===== src/timer8_cfg.svh =====
/*
 * Register offsets, field positions, reset values and codes of the 8-bit timer.
 * Assumes inclusion by bare name from the timer design files.
 */
`ifndef TIMER8_CFG_SVH
`define TIMER8_CFG_SVH

`define T8_ADDR_W            6
`define T8_OFS_COMPARE_A     6'h18
`define T8_OFS_CLOCK_CTRL    6'h1A
`define T8_OFS_OUT_CTRL      6'h1B
`define T8_OFS_IRQ_MASK      6'h3A
`define T8_OFS_COUNT         6'h1C
`define T8_OFS_COMPARE_B     6'h1D
`define T8_OFS_IRQ_FLAGS     6'h39
`define T8_OFS_VECTOR_ACK    6'h1E

`define T8_RESET_BYTE        8'h00
`define T8_ZERO_BYTE         8'h00
`define T8_MAX_VAL           8'hFF
`define T8_BOTTOM_VAL        8'h00
`define T8_ONE_BYTE          8'h01

`define T8_BIT_FORCE_A       7
`define T8_BIT_FORCE_B       6
`define T8_BIT_WAVE_HIGH     3
`define T8_BIT_OMODE_A_HI    7
`define T8_BIT_OMODE_A_LO    6
`define T8_BIT_OMODE_B_HI    5
`define T8_BIT_OMODE_B_LO    4
`define T8_BIT_CS_HI         2
`define T8_BIT_WM_HI         1
`define T8_BIT_MATCH_B       2
`define T8_BIT_OVF           1
`define T8_BIT_MATCH_A       0

`define T8_CS_STOP           3'h0
`define T8_CS_DIV1           3'h1
`define T8_CS_DIV8           3'h2
`define T8_CS_DIV64          3'h3
`define T8_CS_DIV256         3'h4
`define T8_CS_DIV1024        3'h5
`define T8_CS_EXT_FALL       3'h6
`define T8_CS_EXT_RISE       3'h7

`define T8_PS_W              10
`define T8_PS_TAP8           2
`define T8_PS_TAP64          5
`define T8_PS_TAP256         7
`define T8_PS_TAP1024        9
`define T8_PS_ONE            10'h001
`define T8_PS_ALL            10'h3FF

`define T8_OMODE_OFF         2'h0
`define T8_OMODE_TOGGLE      2'h1
`define T8_OMODE_CLEAR       2'h2
`define T8_OMODE_SET         2'h3

`endif


===== src/timer8_pkg.sv =====
/*
 * Types shared by the 8-bit timer design files.
 * Assumes the configuration header is compiled alongside.
 */
package timer8_pkg;
	typedef enum logic [2:0] {
		mode_normal, mode_phase_ff, mode_clear_on_match, mode_fast_ff,
		mode_res4, mode_phase_ocra, mode_res6, mode_fast_ocra
	} wave_mode_t;
endpackage : timer8_pkg


===== src/timer8_tick_gen.sv =====
/*
 * Timer tick enable: prescaler taps and synchronised external count pin.
 * Assumes the count pin is asynchronous to core_clk_in.
 */
`timescale 1ns/1ps
`default_nettype none
`include "timer8_cfg.svh"

module timer8_tick_gen #(
	parameter int PS_W = `T8_PS_W
) (
	input  wire logic       core_clk_in,
	input  wire logic       rst_in,
	input  wire logic [2:0] clock_select_in,
	input  wire logic       ext_count_pin_in,
	output logic            tick_out
);
	initial begin
		if (PS_W != `T8_PS_W) $error("prescaler width must be 10");
	end

	typedef struct packed {
		logic [PS_W-1:0] div;
		logic            sync1;
		logic            sync2;
		logic            pin_prev;
		logic            tick;
	} tick_state_t;

	tick_state_t state;
	tick_state_t next_state;
	logic        ps_hit;

	always_comb begin
		next_state = state;
		next_state.div = state.div + `T8_PS_ONE;
		next_state.sync1 = ext_count_pin_in;
		next_state.sync2 = state.sync1;
		next_state.pin_prev = state.sync2;
		ps_hit = 1'b0;
		// a tap fires when all lower bits are ones: one tick per 2^n cycles
		case (clock_select_in)
			`T8_CS_DIV8:    ps_hit = &state.div[`T8_PS_TAP8:0];
			`T8_CS_DIV64:   ps_hit = &state.div[`T8_PS_TAP64:0];
			`T8_CS_DIV256:  ps_hit = &state.div[`T8_PS_TAP256:0];
			`T8_CS_DIV1024: ps_hit = &state.div[`T8_PS_TAP1024:0];
			default:        ps_hit = 1'b0;
		endcase
		case (clock_select_in)
			`T8_CS_STOP:     next_state.tick = 1'b0;
			`T8_CS_DIV1:     next_state.tick = 1'b1;
			`T8_CS_EXT_FALL: next_state.tick = state.pin_prev & ~state.sync2;
			`T8_CS_EXT_RISE: next_state.tick = ~state.pin_prev & state.sync2;
			default:         next_state.tick = ps_hit;
		endcase
	end

	always_ff @(posedge core_clk_in or posedge rst_in) begin
		if (rst_in) begin
			state <= '0;
		end else begin
			state <= next_state;
		end
	end

	assign tick_out = state.tick;
endmodule : timer8_tick_gen
`default_nettype wire


===== src/timer8_mode_clock_compare.sv =====
/*
 * 8-bit timer/counter: mode decode, compare units, flags, Avalon-MM slave.
 * Assumes a same-clock Avalon-MM master and an asynchronous count pin.
 */
`timescale 1ns/1ps
`default_nettype none
`include "timer8_cfg.svh"

module timer8_mode_clock_compare #(
	parameter int ADDR_W = `T8_ADDR_W
) (
	input  wire logic              core_clk_in,
	input  wire logic              rst_in,
	input  wire logic [ADDR_W-1:0] avs_address_in,
	input  wire logic              avs_read_in,
	input  wire logic              avs_write_in,
	input  wire logic [7:0]        avs_writedata_in,
	output logic      [7:0]        avs_readdata_out,
	output logic                   avs_waitrequest_out,
	input  wire logic              global_irq_en_in,
	input  wire logic              ext_count_pin_in,
	output logic                   wave_out_a_out,
	output logic                   wave_out_b_out,
	output logic                   wave_out_a_en_out,
	output logic                   wave_out_b_en_out,
	output logic                   irq_match_a_out,
	output logic                   irq_match_b_out,
	output logic                   irq_overflow_out
);
	initial begin
		if (ADDR_W != `T8_ADDR_W) $error("address width must be 6");
	end

	typedef struct packed {
		logic [1:0] out_mode_a;
		logic [1:0] out_mode_b;
		logic [1:0] wave_mode_low;
		logic       wave_mode_high;
		logic [2:0] clock_select;
		logic [7:0] count_value;
		logic [7:0] compare_value_a;
		logic [7:0] compare_value_b;
		logic [7:0] buf_a;
		logic [7:0] buf_b;
		logic       count_down;
		logic       block_match;
		logic       match_a_irq_en;
		logic       match_b_irq_en;
		logic       overflow_irq_en;
		logic       match_a_flag;
		logic       match_b_flag;
		logic       overflow_flag;
		logic       wave_a;
		logic       wave_b;
		logic       wave_a_en;
		logic       wave_b_en;
		logic       irq_a;
		logic       irq_b;
		logic       irq_ovf;
		logic       ack;
		logic [7:0] rdata;
	} timer_state_t;

	timer_state_t          state;
	timer_state_t          next_state;
	timer8_pkg::wave_mode_t mode;
	logic                  tick;
	logic                  is_pwm;
	logic                  is_phase;
	logic                  is_fast;
	logic [7:0]            top;
	logic                  at_top;
	logic                  at_bottom;
	logic                  hit_a;
	logic                  hit_b;
	logic                  set_ovf;
	logic                  wr;
	logic                  rd;
	logic                  force_a;
	logic                  force_b;
	logic                  flag_write;
	logic                  ack_a;
	logic                  ack_b;
	logic                  ack_ovf;

	timer8_tick_gen #(
		.PS_W(`T8_PS_W)
	) u_tick (
		.core_clk_in      (core_clk_in),
		.rst_in           (rst_in),
		.clock_select_in  (state.clock_select),
		.ext_count_pin_in (ext_count_pin_in),
		.tick_out         (tick)
	);

	// out-of-range waveform codes behave as normal mode
	function automatic logic apply_match(input logic cur, input logic [1:0] om);
		case (om)
			`T8_OMODE_TOGGLE: apply_match = ~cur;
			`T8_OMODE_CLEAR:  apply_match = 1'b0;
			`T8_OMODE_SET:    apply_match = 1'b1;
			default:          apply_match = cur;
		endcase
	endfunction : apply_match

	always_comb begin
		next_state = state;
		mode = timer8_pkg::wave_mode_t'({state.wave_mode_high, state.wave_mode_low});
		is_phase = (mode == timer8_pkg::mode_phase_ff) || (mode == timer8_pkg::mode_phase_ocra);
		is_fast = (mode == timer8_pkg::mode_fast_ff) || (mode == timer8_pkg::mode_fast_ocra);
		is_pwm = is_phase || is_fast;
		case (mode)
			timer8_pkg::mode_clear_on_match,
			timer8_pkg::mode_phase_ocra,
			timer8_pkg::mode_fast_ocra: top = state.compare_value_a;
			default:                    top = `T8_MAX_VAL;
		endcase
		at_top = (state.count_value == top);
		at_bottom = (state.count_value == `T8_BOTTOM_VAL);
		wr = avs_write_in && !state.ack;
		rd = avs_read_in && !state.ack;
		flag_write = wr && (avs_address_in == `T8_OFS_IRQ_FLAGS);
		ack_a = wr && (avs_address_in == `T8_OFS_VECTOR_ACK) && avs_writedata_in[`T8_BIT_MATCH_A];
		ack_b = wr && (avs_address_in == `T8_OFS_VECTOR_ACK) && avs_writedata_in[`T8_BIT_MATCH_B];
		ack_ovf = wr && (avs_address_in == `T8_OFS_VECTOR_ACK) && avs_writedata_in[`T8_BIT_OVF];
		force_a = wr && (avs_address_in == `T8_OFS_CLOCK_CTRL) && !is_pwm
			&& avs_writedata_in[`T8_BIT_FORCE_A];
		force_b = wr && (avs_address_in == `T8_OFS_CLOCK_CTRL) && !is_pwm
			&& avs_writedata_in[`T8_BIT_FORCE_B];
		// continuous compare, gated on the tick and the post-write block
		hit_a = tick && !state.block_match && (state.count_value == state.compare_value_a);
		hit_b = tick && !state.block_match && (state.count_value == state.compare_value_b);
		set_ovf = 1'b0;
		if (tick) begin
			next_state.block_match = 1'b0;
			if (is_phase) begin
				if (state.count_down) begin
					next_state.count_value = state.count_value - `T8_ONE_BYTE;
					if (state.count_value == `T8_ONE_BYTE || at_bottom) begin
						next_state.count_down = 1'b0;
					end
				end else if (at_top) begin
					next_state.count_value = state.count_value - `T8_ONE_BYTE;
					next_state.count_down = 1'b1;
				end else begin
					next_state.count_value = state.count_value + `T8_ONE_BYTE;
				end
				if (at_bottom) set_ovf = 1'b1;
				if (at_top) begin
					next_state.compare_value_a = state.buf_a;
					next_state.compare_value_b = state.buf_b;
				end
			end else begin
				next_state.count_down = 1'b0;
				if (at_top) next_state.count_value = `T8_BOTTOM_VAL;
				else next_state.count_value = state.count_value + `T8_ONE_BYTE;
				if (mode == timer8_pkg::mode_fast_ocra) set_ovf = at_top;
				else set_ovf = (state.count_value == `T8_MAX_VAL);
				if (is_fast && at_top) begin
					next_state.compare_value_a = state.buf_a;
					next_state.compare_value_b = state.buf_b;
				end
			end
			if (hit_a) begin
				if (is_pwm) begin
					if (state.out_mode_a[1]) next_state.wave_a = state.out_mode_a[0] ^ state.count_down;
					else if (state.out_mode_a[0] && state.wave_mode_high) next_state.wave_a = ~state.wave_a;
				end else begin
					next_state.wave_a = apply_match(state.wave_a, state.out_mode_a);
				end
			end
			if (hit_b) begin
				if (is_pwm) begin
					if (state.out_mode_b[1]) next_state.wave_b = state.out_mode_b[0] ^ state.count_down;
				end else begin
					next_state.wave_b = apply_match(state.wave_b, state.out_mode_b);
				end
			end
			if (is_fast && at_top) begin
				if (state.out_mode_a[1]) next_state.wave_a = ~state.out_mode_a[0];
				if (state.out_mode_b[1]) next_state.wave_b = ~state.out_mode_b[0];
			end
		end
		if (force_a) next_state.wave_a = apply_match(state.wave_a, state.out_mode_a);
		if (force_b) next_state.wave_b = apply_match(state.wave_b, state.out_mode_b);
		// set beats clear so a match in the clearing cycle survives
		if ((flag_write && avs_writedata_in[`T8_BIT_MATCH_A]) || ack_a) next_state.match_a_flag = 1'b0;
		if ((flag_write && avs_writedata_in[`T8_BIT_MATCH_B]) || ack_b) next_state.match_b_flag = 1'b0;
		if ((flag_write && avs_writedata_in[`T8_BIT_OVF]) || ack_ovf) next_state.overflow_flag = 1'b0;
		if (hit_a) next_state.match_a_flag = 1'b1;
		if (hit_b) next_state.match_b_flag = 1'b1;
		if (set_ovf) next_state.overflow_flag = 1'b1;
		if (wr) begin
			case (avs_address_in)
				`T8_OFS_OUT_CTRL: begin
					next_state.out_mode_a = avs_writedata_in[`T8_BIT_OMODE_A_HI:`T8_BIT_OMODE_A_LO];
					next_state.out_mode_b = avs_writedata_in[`T8_BIT_OMODE_B_HI:`T8_BIT_OMODE_B_LO];
					next_state.wave_mode_low = avs_writedata_in[`T8_BIT_WM_HI:0];
				end
				`T8_OFS_CLOCK_CTRL: begin
					next_state.wave_mode_high = avs_writedata_in[`T8_BIT_WAVE_HIGH];
					next_state.clock_select = avs_writedata_in[`T8_BIT_CS_HI:0];
				end
				`T8_OFS_COUNT: begin
					next_state.count_value = avs_writedata_in;
					next_state.block_match = 1'b1;
				end
				`T8_OFS_COMPARE_A: begin
					next_state.buf_a = avs_writedata_in;
					if (!is_pwm) next_state.compare_value_a = avs_writedata_in;
				end
				`T8_OFS_COMPARE_B: begin
					next_state.buf_b = avs_writedata_in;
					if (!is_pwm) next_state.compare_value_b = avs_writedata_in;
				end
				`T8_OFS_IRQ_MASK: begin
					next_state.match_a_irq_en = avs_writedata_in[`T8_BIT_MATCH_A];
					next_state.match_b_irq_en = avs_writedata_in[`T8_BIT_MATCH_B];
					next_state.overflow_irq_en = avs_writedata_in[`T8_BIT_OVF];
				end
				default: begin
				end
			endcase
		end
		next_state.rdata = `T8_ZERO_BYTE;
		if (rd) begin
			case (avs_address_in)
				`T8_OFS_OUT_CTRL:   next_state.rdata = {state.out_mode_a, state.out_mode_b,
					2'h0, state.wave_mode_low};
				`T8_OFS_CLOCK_CTRL: next_state.rdata = {2'h0, 2'h0,
					state.wave_mode_high, state.clock_select};
				`T8_OFS_COUNT:      next_state.rdata = state.count_value;
				`T8_OFS_COMPARE_A:  next_state.rdata = is_pwm ? state.buf_a : state.compare_value_a;
				`T8_OFS_COMPARE_B:  next_state.rdata = is_pwm ? state.buf_b : state.compare_value_b;
				`T8_OFS_IRQ_MASK:   next_state.rdata = {5'h00, state.match_b_irq_en,
					state.overflow_irq_en, state.match_a_irq_en};
				`T8_OFS_IRQ_FLAGS:  next_state.rdata = {5'h00, state.match_b_flag,
					state.overflow_flag, state.match_a_flag};
				default:            next_state.rdata = `T8_ZERO_BYTE;
			endcase
		end
		// one wait cycle per access keeps read data registered
		next_state.ack = (avs_read_in || avs_write_in) && !state.ack;
		next_state.wave_a_en = (state.out_mode_a != `T8_OMODE_OFF);
		next_state.wave_b_en = (state.out_mode_b != `T8_OMODE_OFF);
		next_state.irq_a = state.match_a_irq_en && global_irq_en_in && state.match_a_flag;
		next_state.irq_b = state.match_b_irq_en && global_irq_en_in && state.match_b_flag;
		next_state.irq_ovf = state.overflow_irq_en && global_irq_en_in && state.overflow_flag;
	end

	always_ff @(posedge core_clk_in or posedge rst_in) begin
		if (rst_in) begin
			state <= '0;
		end else begin
			state <= next_state;
		end
	end

	assign avs_readdata_out = state.rdata;
	assign avs_waitrequest_out = !state.ack;
	assign wave_out_a_out = state.wave_a;
	assign wave_out_b_out = state.wave_b;
	assign wave_out_a_en_out = state.wave_a_en;
	assign wave_out_b_en_out = state.wave_b_en;
	assign irq_match_a_out = state.irq_a;
	assign irq_match_b_out = state.irq_b;
	assign irq_overflow_out = state.irq_ovf;
endmodule : timer8_mode_clock_compare
`default_nettype wire


===== config.mk =====
export PLATFORM = sky130hd
export DESIGN_NAME = timer8_mode_clock_compare
export DESIGN_NICKNAME = d
export VERILOG_FILES = /design/src/timer8_pkg.sv /design/src/timer8_tick_gen.sv /design/src/timer8_mode_clock_compare.sv
export VERILOG_INCLUDE_DIRS = /design/src /design/src/src
export SDC_FILE = /design/constraint.sdc
export NUM_CORES = 1
export LEC_CHECK = 0
export ABC_AREA = 1
export BUFFER_PORTS_ARGS = -buffer_cell sky130_fd_sc_hd__buf_2
export CAP_MARGIN = 40
export CORE_MARGIN = 1
export CORE_UTILIZATION = 65
export DETAILED_ROUTE_END_ITERATION = 12
export PLACE_DENSITY = 0.84
export SLEW_MARGIN = 5
export SYNTH_ARGS = -nofsm -noshare
export SYNTH_HDL_FRONTEND = slang
export SYNTH_SLANG_ARGS = --single-unit

===== constraint.sdc =====
create_clock -name core_clk_in -period 5.43 [get_ports core_clk_in]
set_clock_uncertainty 0.1 [all_clocks]
set_input_delay 1.086 -clock core_clk_in [delete_from_list [all_inputs] [get_ports core_clk_in]]
set_output_delay 1.086 -clock core_clk_in [all_outputs]
set_load 0.05 [all_outputs]

==> key figures <==
Setup path
  • CP Capture Type: flop
  • Worst Path Required: approximately 5.6 ns
  • Flop-to-flop setup slack: approximately 2.7 ns
  • Kind of critical path: input port to flop
  • Crit Path Max Fanout: 11
  • CP Launch Type: input port
  • Crit path DAT: about 3.2 ns

Floorplan
  • Die Ht: between 90 and 100 um
  • Die area: about 9000 um2
  • Starting density of the core: 0.677
  • # IOs: 36
  • Die width: 95.0 um
  • Rows: 33
  • Core area: 8300 um2

Pwr
  • Peak VDD IR: around 0.25 mV
  • Static leakage: just under 3 nW
  • PwrDens: 399 nW/um2
  • Total chip power: ~2.4 mW

Synthesis
  • Post-synth EDFFs: 0
  • Area contributors post-synth: dfrtp_1, nand2_1, inv_1, o21ai_0, nand3_1
  • Post-synth top area share: 0.392
  • Syn Nets: between 800 and 900
  • Synth Instances: about 800
  • Synth unique cells: 42
  • Sequential-to-total area share from yosys stat: 0.392
  • Syn Area/Cell: around 7.0 um2
  • Synth area leader: dfrtp_1
  • Async SR Flop Fraction: 1.00
  • Syn Std Cell Area: between 5000 and 6000 um2
  • Main flop type after synthesis: dfrtp_1
  • Warnings, synthesis: 0
  • #FFs+latches synth: between 80 and 90

Finish
  • Filler Cells Inserted: between 600 and 700
  • Most frequent cells in the layout: nand2_1, inv_1, dfrtp_1, o21ai_0, nand3_1
  • Final nets: ~840
  • Area delta synth->final: 5.17%
  • Commonest non-fill, non-tap cell in the layout: nand2_1
  • Non-Filler Instances: about 900
  • Antenna fix cells: 0
  • Share of cells above drive strength 1: 0.0918

Route
  • Routed Wire Length: around 17 mm
  • Avg WL per Cell: approximately 18 um
  • Drt drc: 0
  • Vias/cell: approximately 6.1
  • Starting DRT DRC Count: 588
  • Antenna-violating nets left: 0
  • Vias: 5,635
  • Detailed Routing Iterations Pass 1: 5

Clock tree
  • Clk buf depth: 2
  • CTS tree: yes
  • Post-cts resize count: 0
  • H-tree depth: 3
  • Post-CTS Hold Fix Bufs: 0
  • Clock Sinks: 88
  • Setup Fix Bufs, Post-CTS: 0
  • Root buffer cell: clkbuf_8
  • Clock latency on the worst-skew pair: around 0.38 ns
  • Clock-pin slew on the worst setup and hold paths: about 0.1 ns
  • CTS buffer count: 9

GRT
  • Vias in the first global route: 5,475
  • First-pass GRT wire length: 27.0 mm
  • Global Route Usage Sum: 0.400
  • Largest net degree at the start of global routing: 54
  • Total gr overflow: 0
  • Initial antenna violation count: 0

STA
  • RSZ-0062 raised after global routing: false
  • Fmax: 329 MHz
  • Minimum clock period after layout: around 3 ns
  • Worst Tran Pin Value: 0.863 ns
  • # setup viols final: 0
  • Period utilization: 0.559
  • Final hold vios: 0
  • Setup TNS Final: 0 ns
  • Fin worst setup slack: about 2.4 ns
  • Slew HR: 0.420
  • Max-slew violations: 0

Run status
  • Run status: finished, final reports clean

Placed design
  • Place WS: 2.05 ns
  • Post-Place Cells: about 910
  • RePlAce Congestion: slightly above 1
  • Hpwl dp: approximately 11 mm
  • # port buffers: 35

Hold path
  • Hold crit path type: flop to flop

Job
  • Max-cap violations: 0
==> layer usage <==
layer	vias to the layer above	share of wire	track usage
li1	2590	-	-
met1	2626	0.40	0.522
met2	353	0.46	0.632
met3	66	0.10	0.0709
met4	0	0.040	0.215
met5	-	0	0
==> flip-flops by register name, indices dropped and copies added (netlist names) <==
| name | count |
|---|---|
| avs_readdata_out | 8 |
| irq_match_a_out | 1 |
| wave_out_b_en_out | 1 |
| state | 56 |
| wave_out_a_en_out | 1 |
| u_tick.state | 11 |
| irq_match_b_out | 1 |
| irq_overflow_out | 1 |
| u_tick.tick_out | 1 |
| mode | 3 |
| wave_out_b_out | 1 |
| wave_out_a_out | 1 |
| u_tick.next_state | 2 |
==> synth_stat cells (all sizes together), types with 2 or more instances <==
| master | number |
|---|---|
| a21oi | 39 |
| a221oi | 3 |
| a22oi | 4 |
| a31oi | 2 |
| a41oi | 4 |
| buf | 28 |
| clkbuf | 13 |
| clkinv | 2 |
| dfrtp | 88 |
| ha | 6 |
| inv | 113 |
| nand2 | 232 |
| nand3 | 79 |
| nand4 | 4 |
| nor2 | 49 |
| nor3 | 16 |
| nor4 | 2 |
| o211ai | 3 |
| o21ai | 84 |
| o22ai | 7 |
| xor2 | 20 |
==> logic make-up after synthesis <==
kind of cell | after synthesis | share of synthesized area
compound gates | 150 | 0.146
xor+xnor | 21 | 0.0327
fa+ha+maj | 6 | 0.0134
buf+inv | 156 | 0.121
flops | 88 | 0.392
simple gates | 382 | 0.295
==> area by class of cell <==
type / instances / area (um2) / share of cell area
clock inverter: 7 / 72.6 / 0.0123
tap: 105 / 131 / 0.0222
clock buffer: 9 / 124 / 0.0210
sequential: 88 / 2200 / 0.373
timing repair buffer: 39 / 205 / 0.0347
multi-input combinational: 559 / 2740 / 0.463
inverter: 115 / 434 / 0.0735
==> worst max-delay path: stages <==
cell,delay (ns)
buf_2,0.10
inv_1,0.05
nor2_2,0.12
nand3_1,0.17
nor2_1,0.43
inv_1,0.15
nor2_1,0.60
inv_1,0.27
nor2_1,0.18
a21oi_1,0.05
==> power by group <==
part | total [mW] | internal (mW) | switching [mW]
clock network | 0.459 | 0.181 | 0.278
registers | 0.951 | 0.785 | 0.166
logic | 0.949 | 0.310 | 0.639
total | 2.36 | 1.28 | 1.08
==> through the flow <==
| step | hold WS [ns] | utilization | area [um2] |
|---|---|---|---|
| floorplan | 0.231 | - | 5620 |
| global placement | 0.235 | 0.688 | 5710 |
| detailed placement | 0.250 | 0.688 | 5710 |
| CTS | 0.258 | 0.712 | 5910 |
| global route | 0.267 | 0.712 | 5910 |
| finish | 0.257 | 0.712 | 5910 |
==> final timing paths <==
check,cells after the start,from,end
min in group asynchronous,2,rst_in,u_tick.state[12]$_DFF_PP0_
worst max register to register,11,state[58]$_DFF_PP0_,state[63]$_DFF_PP0_
worst min-delay path,0,u_tick.next_state[2]$_DFF_PP0_,u_tick.next_state[1]$_DFF_PP0_
max in group asynchronous,3,rst_in,state[58]$_DFF_PP0_
worst min register to register,0,u_tick.next_state[2]$_DFF_PP0_,u_tick.next_state[1]$_DFF_PP0_
worst max-delay path,10,avs_address_in[4],state[62]$_DFF_PP0_
Power figures use the tool's default switching activity.
